### src/rns_pkg.sv
// constants and types shared by the receive statistics counter bank
`default_nettype none
package rns_pkg;
    localparam int          RNS_NUM_CNT       = 8;
    localparam int          RNS_LEN_W         = 16;
    // counter indices; byte address is four times the index
    localparam logic [2:0]  RNS_IDX_GOOD      = 3'h0;
    localparam logic [2:0]  RNS_IDX_BCAST     = 3'h1;
    localparam logic [2:0]  RNS_IDX_GROUP     = 3'h2;
    localparam logic [2:0]  RNS_IDX_PAUSE     = 3'h3;
    localparam logic [2:0]  RNS_IDX_FCS       = 3'h4;
    localparam logic [2:0]  RNS_IDX_ALIGN     = 3'h5;
    localparam logic [2:0]  RNS_IDX_TOO_LONG  = 3'h6;
    localparam logic [2:0]  RNS_IDX_LONG_BAD  = 3'h7;
    localparam logic [7:0]  RNS_OFS_CNT_BASE  = 8'h00;
    localparam logic [7:0]  RNS_OFS_CNT_END   = 8'h1C;
    localparam logic [7:0]  RNS_OFS_MAC_CTRL  = 8'h20;
    localparam logic [7:0]  RNS_OFS_MAX_LEN   = 8'h24;
    localparam logic [7:0]  RNS_OFS_STATUS    = 8'h28;
    // mac_control_register fields and the status register pending bit
    localparam int          RNS_CTRL_GIE_BIT  = 0;
    localparam int          RNS_CTRL_TXFL_BIT = 4;
    localparam int          RNS_CTRL_SIE_BIT  = 5;
    localparam logic [31:0] RNS_CTRL_MASK     = 32'h0000_0031;
    localparam int          RNS_STAT_PEND_BIT = 0;
    // reset values
    localparam logic [31:0] RNS_CTRL_RST      = 32'h0000_0000;
    localparam logic [15:0] RNS_MAX_LEN_RST   = 16'h05EE;
    localparam logic [31:0] RNS_CNT_RST       = 32'h0000_0000;
    // frame and threshold figures
    localparam logic [15:0] RNS_MIN_LEN       = 16'h0040;
    localparam logic [31:0] RNS_HALF_RANGE    = 32'h8000_0000;
    localparam logic [31:0] RNS_ALL_ONES      = 32'hFFFF_FFFF;
    localparam logic [3:0]  RNS_FULL_WORD_BE  = 4'hF;
    // counters are cleared this many clocks after reset release
    localparam int          RNS_CLEAR_CLOCKS  = 38;
    localparam logic [5:0]  RNS_CLEAR_LAST    = 6'(RNS_CLEAR_CLOCKS - 1);

    typedef struct packed {
        logic        read;
        logic        write;
        logic [7:0]  address;
        logic [3:0]  byteenable;
        logic [31:0] writedata;
    } rns_av_req_t;

    // per-frame status from the receive path, valid for one cycle at frame end
    typedef struct packed {
        logic        valid;
        logic        accepted;
        logic        broadcast;
        logic        group;
        logic        pause_type;
        logic        odd_nibble;
        logic        fcs_fail;
        logic        fcs_fail_trunc;
        logic        overrun;
        logic [15:0] length;
    } rns_frame_status_t;
endpackage : rns_pkg
`default_nettype wire

### src/rns_stats.sv
// receive network statistics counter bank with avalon-mm register slave
//
// Summary of operation
// - clear all counters 38 clocks after reset
// - decrement mode: write subtracts value from counter
// - decrement below zero stores zero
// - direct mode: write loads the value
// - pending while enabled and any counter >= half
// - pending drops once counters fall below half
// - 32-bit counters wrap from all ones
// - count good accepted legal-length error-free frames
// - count good frames to broadcast address
// - count good group frames, not broadcast
// - count legal error-free pause frames when flow enabled
// - count even-nibble fcs failures without other errors
// - odd nibble plus truncated fcs failure: alignment
// - error input during frame: code error, discard
// - count too-long error-free accepted frames
// - count too-long accepted frames with errors
// - overrun has no effect on counting
//
// The Avalon-MM interface to the registers and the placing of the registers were decided locally.
`default_nettype none
module rns_stats
    import rns_pkg::*;
#(
    parameter int LEN_W = RNS_LEN_W
) (
    input  wire logic              clk,
    input  wire logic              reset,
    input  wire rns_av_req_t       avs_req,
    output logic                   avs_waitrequest,
    output logic [31:0]            avs_readdata,
    input  wire rns_frame_status_t rx_status,
    input  wire logic              rx_in_frame,
    input  wire logic              receive_error_input,
    output logic                   statistics_interrupt_pending,
    output logic                   code_error_discard
);

    function automatic logic [31:0] sat_sub(input logic [31:0] a, input logic [31:0] b);
        sat_sub = (b > a) ? 32'h0000_0000 : a - b;
    endfunction : sat_sub

    // ---------------- bus slave and configuration ----------------
    logic              wait_q,   wait_d;
    logic [31:0]       rdata_q,  rdata_d;
    logic [31:0]       ctrl_q,   ctrl_d;
    logic [LEN_W-1:0]  maxlen_q, maxlen_d;
    logic              pend_q,   pend_d;
    logic [5:0]        clr_cnt_q, clr_cnt_d;
    logic              clr_done_q, clr_done_d;
    logic [31:0]       cnt_q [RNS_NUM_CNT];
    logic [31:0]       cnt_d [RNS_NUM_CNT];

    logic              req;
    logic              accept;
    logic              cnt_sel;
    logic [2:0]        cnt_idx;
    logic              cnt_wr;
    logic              clr_pulse;
    logic              any_half;

    assign req     = avs_req.read | avs_req.write;
    assign accept  = req & ~wait_q;
    assign cnt_sel = avs_req.address <= RNS_OFS_CNT_END;
    assign cnt_idx = avs_req.address[4:2];
    // narrow writes to a counter are dropped rather than merged
    assign cnt_wr  = accept & avs_req.write & cnt_sel & (avs_req.byteenable == RNS_FULL_WORD_BE);
    assign clr_pulse = ~clr_done_q & (clr_cnt_q == RNS_CLEAR_LAST);

    always_comb begin
        any_half = 1'b0;
        for (int i = 0; i < RNS_NUM_CNT; i++) begin
            any_half = any_half | (cnt_q[i] >= RNS_HALF_RANGE);
        end
    end

    always_comb begin
        wait_d     = 1'b1;
        rdata_d    = rdata_q;
        ctrl_d     = ctrl_q;
        maxlen_d   = maxlen_q;
        clr_cnt_d  = clr_cnt_q;
        clr_done_d = clr_done_q;
        if (!clr_done_q) begin
            clr_cnt_d = clr_cnt_q + 6'h01;
        end
        if (clr_pulse) begin
            clr_done_d = 1'b1;
        end
        // one wait cycle per access; accesses stall until the start-up clear is over
        if (req && wait_q && clr_done_q) begin
            wait_d = 1'b0;
            if (cnt_sel) begin
                rdata_d = cnt_q[cnt_idx];
            end else if (avs_req.address == RNS_OFS_MAC_CTRL) begin
                rdata_d = ctrl_q;
            end else if (avs_req.address == RNS_OFS_MAX_LEN) begin
                rdata_d = 32'(maxlen_q);
            end else if (avs_req.address == RNS_OFS_STATUS) begin
                rdata_d = 32'(pend_q) << RNS_STAT_PEND_BIT;
            end else begin
                rdata_d = 32'h0000_0000;
            end
        end
        if (accept && avs_req.write) begin
            if (avs_req.address == RNS_OFS_MAC_CTRL) begin
                ctrl_d = avs_req.writedata & RNS_CTRL_MASK;
            end
            if (avs_req.address == RNS_OFS_MAX_LEN) begin
                maxlen_d = avs_req.writedata[LEN_W-1:0];
            end
        end
        // level recomputed every cycle so decrementing writes remove it
        pend_d = ctrl_q[RNS_CTRL_SIE_BIT] & any_half;
    end

    always_ff @(posedge clk or posedge reset) begin
        if (reset) begin
            wait_q     <= 1'b1;
            rdata_q    <= 32'h0000_0000;
            ctrl_q     <= RNS_CTRL_RST;
            maxlen_q   <= LEN_W'(RNS_MAX_LEN_RST);
            pend_q     <= 1'b0;
            clr_cnt_q  <= 6'h00;
            clr_done_q <= 1'b0;
        end else begin
            wait_q     <= wait_d;
            rdata_q    <= rdata_d;
            ctrl_q     <= ctrl_d;
            maxlen_q   <= maxlen_d;
            pend_q     <= pend_d;
            clr_cnt_q  <= clr_cnt_d;
            clr_done_q <= clr_done_d;
        end
    end

    assign avs_waitrequest              = wait_q;
    assign avs_readdata                 = rdata_q;
    assign statistics_interrupt_pending = pend_q;

    // ---------------- frame status pipeline ----------------
    // status is delayed two cycles to line up with the synchronised error pin
    logic              err_meta_q, err_sync_q;
    rns_frame_status_t st1_q, st2_q;
    logic              inf1_q, inf2_q;
    logic              code_seen_q, code_seen_d;
    logic              discard_q, discard_d;
    logic              code_now;

    always_comb begin
        code_now    = code_seen_q | (err_sync_q & inf2_q);
        code_seen_d = st2_q.valid ? 1'b0 : code_now;
        discard_d   = st2_q.valid & code_now;
    end

    always_ff @(posedge clk or posedge reset) begin
        if (reset) begin
            err_meta_q  <= 1'b0;
            err_sync_q  <= 1'b0;
            st1_q       <= '0;
            st2_q       <= '0;
            inf1_q      <= 1'b0;
            inf2_q      <= 1'b0;
            code_seen_q <= 1'b0;
            discard_q   <= 1'b0;
        end else begin
            err_meta_q  <= receive_error_input;
            err_sync_q  <= err_meta_q;
            st1_q       <= rx_status;
            st2_q       <= st1_q;
            inf1_q      <= rx_in_frame;
            inf2_q      <= inf1_q;
            code_seen_q <= code_seen_d;
            discard_q   <= discard_d;
        end
    end

    assign code_error_discard = discard_q;

    // ---------------- classification ----------------
    logic                   crc_err, align_err, any_err, legal_len, too_long, good;
    logic [RNS_NUM_CNT-1:0] inc;

    always_comb begin
        crc_err   = ~st2_q.odd_nibble & st2_q.fcs_fail;
        align_err = st2_q.odd_nibble & st2_q.fcs_fail_trunc;
        any_err   = crc_err | align_err | code_now;
        // the overrun flag is deliberately not looked at
        legal_len = (st2_q.length >= RNS_MIN_LEN) && (LEN_W'(st2_q.length) <= maxlen_q);
        too_long  = LEN_W'(st2_q.length) > maxlen_q;
        good      = st2_q.valid & st2_q.accepted & legal_len & ~any_err;
        inc       = '0;
        inc[RNS_IDX_GOOD]     = good;
        inc[RNS_IDX_BCAST]    = good & st2_q.broadcast;
        inc[RNS_IDX_GROUP]    = good & st2_q.group & ~st2_q.broadcast;
        inc[RNS_IDX_PAUSE]    = good & st2_q.pause_type & ctrl_q[RNS_CTRL_TXFL_BIT];
        inc[RNS_IDX_FCS]      = st2_q.valid & st2_q.accepted & legal_len & ~align_err & ~code_now & crc_err;
        inc[RNS_IDX_ALIGN]    = st2_q.valid & st2_q.accepted & legal_len & (align_err | code_now);
        inc[RNS_IDX_TOO_LONG] = st2_q.valid & st2_q.accepted & too_long & ~any_err;
        inc[RNS_IDX_LONG_BAD] = st2_q.valid & st2_q.accepted & too_long & any_err;
    end

    // ---------------- counters ----------------
    // a host write and a frame event in one cycle: write applied first, then the event
    always_comb begin
        for (int i = 0; i < RNS_NUM_CNT; i++) begin
            cnt_d[i] = cnt_q[i];
            if (cnt_wr && (cnt_idx == 3'(i))) begin
                if (ctrl_q[RNS_CTRL_GIE_BIT]) begin
                    cnt_d[i] = sat_sub(cnt_q[i], avs_req.writedata);
                end else begin
                    cnt_d[i] = avs_req.writedata;
                end
            end
            cnt_d[i] = cnt_d[i] + 32'(inc[i]);
            if (clr_pulse) begin
                cnt_d[i] = RNS_CNT_RST;
            end
        end
    end

    always_ff @(posedge clk or posedge reset) begin
        if (reset) begin
            for (int i = 0; i < RNS_NUM_CNT; i++) begin
                cnt_q[i] <= RNS_CNT_RST;
            end
        end else begin
            for (int i = 0; i < RNS_NUM_CNT; i++) begin
                cnt_q[i] <= cnt_d[i];
            end
        end
    end

    // ---------------- assertions ----------------
    logic        wr_good;
    assign wr_good = cnt_wr & (cnt_idx == RNS_IDX_GOOD);
endmodule : rns_stats
`default_nettype wire

### config.mk
export PLATFORM = sky130hd
export DESIGN_NAME = rns_stats
export DESIGN_NICKNAME = d
export VERILOG_FILES = /design/src/rns_pkg.sv /design/src/rns_stats.sv
export SDC_FILE = /design/constraint.sdc
export NUM_CORES = 2
export LEC_CHECK = 0
export ABC_AREA = 1
export BUFFER_PORTS_ARGS = -buffer_cell sky130_fd_sc_hd__buf_4
export CAP_MARGIN = 20
export CORE_MARGIN = 10
export CORE_UTILIZATION = 40
export DETAILED_ROUTE_END_ITERATION = 8
export GPL_ROUTABILITY_DRIVEN = 0
export PLACE_DENSITY = 0.52
export SLEW_MARGIN = 5
export SYNTH_ARGS = -nofsm -noshare
export SYNTH_HDL_FRONTEND = slang
export SYNTH_SLANG_ARGS = --single-unit
### constraint.sdc
create_clock -name clk -period 13.2 [get_ports clk]
set_input_delay 1.32 -clock clk [delete_from_list [all_inputs] [get_ports clk]]
set_output_delay 1.32 -clock clk [all_outputs]
set_load 0.01 [all_outputs]
==> qor.yml <==
grt_pass1_wl_um: 332200
final.min_clock_period_ns: 6.212
synthTopCellsByArea: "nand2_1 30%, dfrtp_1 19%, inv_1 12%, nor2_1 9.4%, ha_1 7.7%"
arrival_ns: 6.74
numPortBuffers: 108
cts.sink_count: 370
ctsResizeCount: 0
hold_viol: 0
worst_skew_pair.late_latency_ns: 0.61
synth-edff-count: 0
die_area_um2: 132100
worst_ep_required_time_ns: 13.72
detailedPlace.worstSlack_ns: 6.752
setup_tns_ns: 0
worstPathMaxFanout: 31
ys.warnings.count: 0
final_nets: 9291
syn_nets: 9225
grt_pass1_vias: 48850
seq_area_um2: 9274
rows: 125
drt.antenna.violating_nets: 0
cts-root-to-sink-buffers: 3
fin_worst_skew_ns: 0.02275
synth_cell_type_count: 55
timing.critical_path.slowest_stage_cell: "inv_1"
sequentialPowerShare_pct: 37.4
timing.hold.worst.class: "reg2reg"
timing.critical_path.mode_cell: "nand2_1"
detail_route.drc_violations: 0
post_drt_via_cell_ratio: 5.356
layout-drive-gt1-share_pct: 4.310
critPathMaxStageDelay_ns: 0.75
timing.reg2reg.setup_slack_ns: 8.16
detailed_place_hpwl_um: 177300
power.switching_fraction_pct: 33.93
finish.utilization_pct: 44.08
power.density_cell_area_nw_per_um2: 62.03
max_slew.worst_pin.slew_ns: 1.262
cts_buffers: 48
setup_viol: 0
dpl.cell_count: 10390
dieHeight_um: 363.4
initial_utilization_pct: 40.43
antenna_found_initial: 28
drt_iter0_drc: 7112
async_reset_ff_share_pct: 100.0
post_cts_hold_buffer_count: 0
clk_transition_reported_paths_ns: 0.05
timing.slew.headroom_pct: 15.69
cts_tree: "built"
layoutNonFillerInstCount: 10490
finalWorstSetupSlack_ns: 6.988
hold-worst-slack_ns: 0.3457
cts.repair_timing.setup_buffer_count: 0
setup_repair_after_global_routing_missed_its_margin: "no"
power.share.combinational_pct: 19.9
syn_avg_cell_area_um2: 5.329
power_leakage_nw: 29.13
clockPowerShare_pct: 42.8
worst_setup_path_start_kind: "input port"
synth_cells: 8852
wire_per_inst_um: 22.48
max_transition_viols_final: 0
grt_use_total_pct: 34.24
sw_pwr_mw: 1.082
timing.hold.worst.start: "st1_q[21]"
r2r.worst_path.cells: 22
max-vdd-ir-drop_uv: 94.76
multiInputGateArea_um2: 31580
finalInstanceArea_um2: 51430
ys_seq_area_share_pct: 19.65
fillCellCount: 13090
critical_path_class: "in2reg"
yosys.cell_count.top_type: "nand2_1"
cell_internal_pwr_mw: 2.108
io-pin-count: 110
max_cap_viol_count: 0
area_delta_synth_final_pct: 9.012
fp.dieW_um: 363.4
ctsRootBufferMaster: "clkbuf_16"
drt_pre_antenna_iters: 8
dr_total_vias: 56190
dpl_cell_area_um2: 49820
htree_levels: 2
core_region_area_um2: 116700
ys_ff_latch: 370
routed_wirelength_um: 235800
timing.rr.start: "maxlen_q[3]"
min_delay_path_depth: 0
rr_endpoint: "cnt_q[159]"
report.power.total_mw: 3.190
synth_commonest_cells: "3817 x nand2_1, 1478 x inv_1, 1186 x nor2_1"
synthFlopType: "dfrtp_1"
worstHoldEndpoint: "st2_q[21]"
yosys.area.top_type: "nand2_1"
critPathCaptureType: "flip-flop"
syn_area_um2: 47180
period_share_pct: 47.06
yosys.area.top_type_share_pct: 30.37
grt_max_degree: 141
timing.fmax_mhz: 161.0
run_status: "completed"
globalRouteOverflowTotal: 0
[layout make-up]
class | count | share of cell area, %
antenna | 12 | 0.05839
clock buffer | 61 | 2.608
clock inverter | 26 | 0.4598
inverter | 1485 | 10.86
multi-input combinational | 6822 | 61.41
sequential | 370 | 18.03
tap | 1524 | 3.708
timing repair buffer | 191 | 2.861
[kinds of logic (layout without fill, tap and decap cells)]
family	Yosys count	count (layout)	share of synthesized area, %
buffers and inverters	1660	1763	13.56
AO/OA/AOI/OAI	625	625	7.641
AND/OR/NAND/NOR	5791	5791	49.11
XOR/XNOR	108	108	2.005
other	0	12	0
flip-flops	370	370	19.65
adder cells (fa/ha/maj)	298	298	8.031
[critical path, delay by kind of cell]
family	cells	cell delay [ns]
buffers and inverters	7	2.07
AO/OA/AOI/OAI	2	0.36
adder cells (fa/ha/maj)	2	0.55
AND/OR/NAND/NOR	15	2.40
[cell usage in the layout, fill, tap and decap left out, types with 16 or more instances in the layout]
| master | instances |
|---|---|
| nand2_1 | 3816 |
| a32o_1 | 16 |
| o22ai_1 | 68 |
| nor3_1 | 41 |
| nor2_2 | 41 |
| a21oi_1 | 258 |
| o21ai_0 | 152 |
| nand4_1 | 77 |
| xor2_1 | 90 |
| a31oi_1 | 24 |
| dfrtp_1 | 360 |
| ha_1 | 290 |
| nand3b_1 | 37 |
| a22oi_1 | 64 |
| a21o_1 | 16 |
| nor2_1 | 1176 |
| clkbuf_16 | 49 |
| nand3_1 | 530 |
| inv_1 | 1465 |
| buf_4 | 186 |
| xnor2_1 | 18 |
[metal layers]
metal  track usage, %  wire, µm  vias up
met4            16.19     12210       34
met5                0       220        -
met1            47.55    101400    25510
met3            11.53     31900      452
li1                 -         -    27240
met2            46.74     90110     2951
[worst max-delay path by stage]
| stage | from | to | slack (ns) | cells after the start |
|---|---|---|---|---|
| 5_1_grt | avs_req[13] | cnt_q[95] | 6.82 | 26 |
| 6_report | avs_req[13] | cnt_q[95] | 6.99 | 26 |
| 2_1_floorplan | reset | avs_readdata[0] | 1.62 | 1 |
| 3_3_place_gp | avs_req[13] | cnt_q[94] | 6.81 | 27 |
| 4_1_cts | avs_req[13] | cnt_q[94] | 7.32 | 27 |
| 3_5_place_dp | avs_req[13] | cnt_q[94] | 6.75 | 27 |
[state kept, by name (all words and copies together), names as in the netlist, 3 cells and up]
| signal | count |
|---|---|
| maxlen_q | 16 |
| st1_q | 24 |
| avs_readdata | 32 |
| ctrl_q | 3 |
| cnt_q | 256 |
| st2_q | 24 |
| clr_cnt_q | 6 |
[power by group through the flow]
stage | logic (mW) | registers [mW] | clock network, mW
after floorplan | 0.315 | 1.20 | 0
after global placement | 0.605 | 1.21 | 0
after detailed placement | 0.612 | 1.21 | 0
after CTS | 0.614 | 1.19 | 1.36
after global routing | 0.671 | 1.19 | 1.41
final | 0.634 | 1.19 | 1.36
Note: power is estimated with default switching activity, not from simulation.
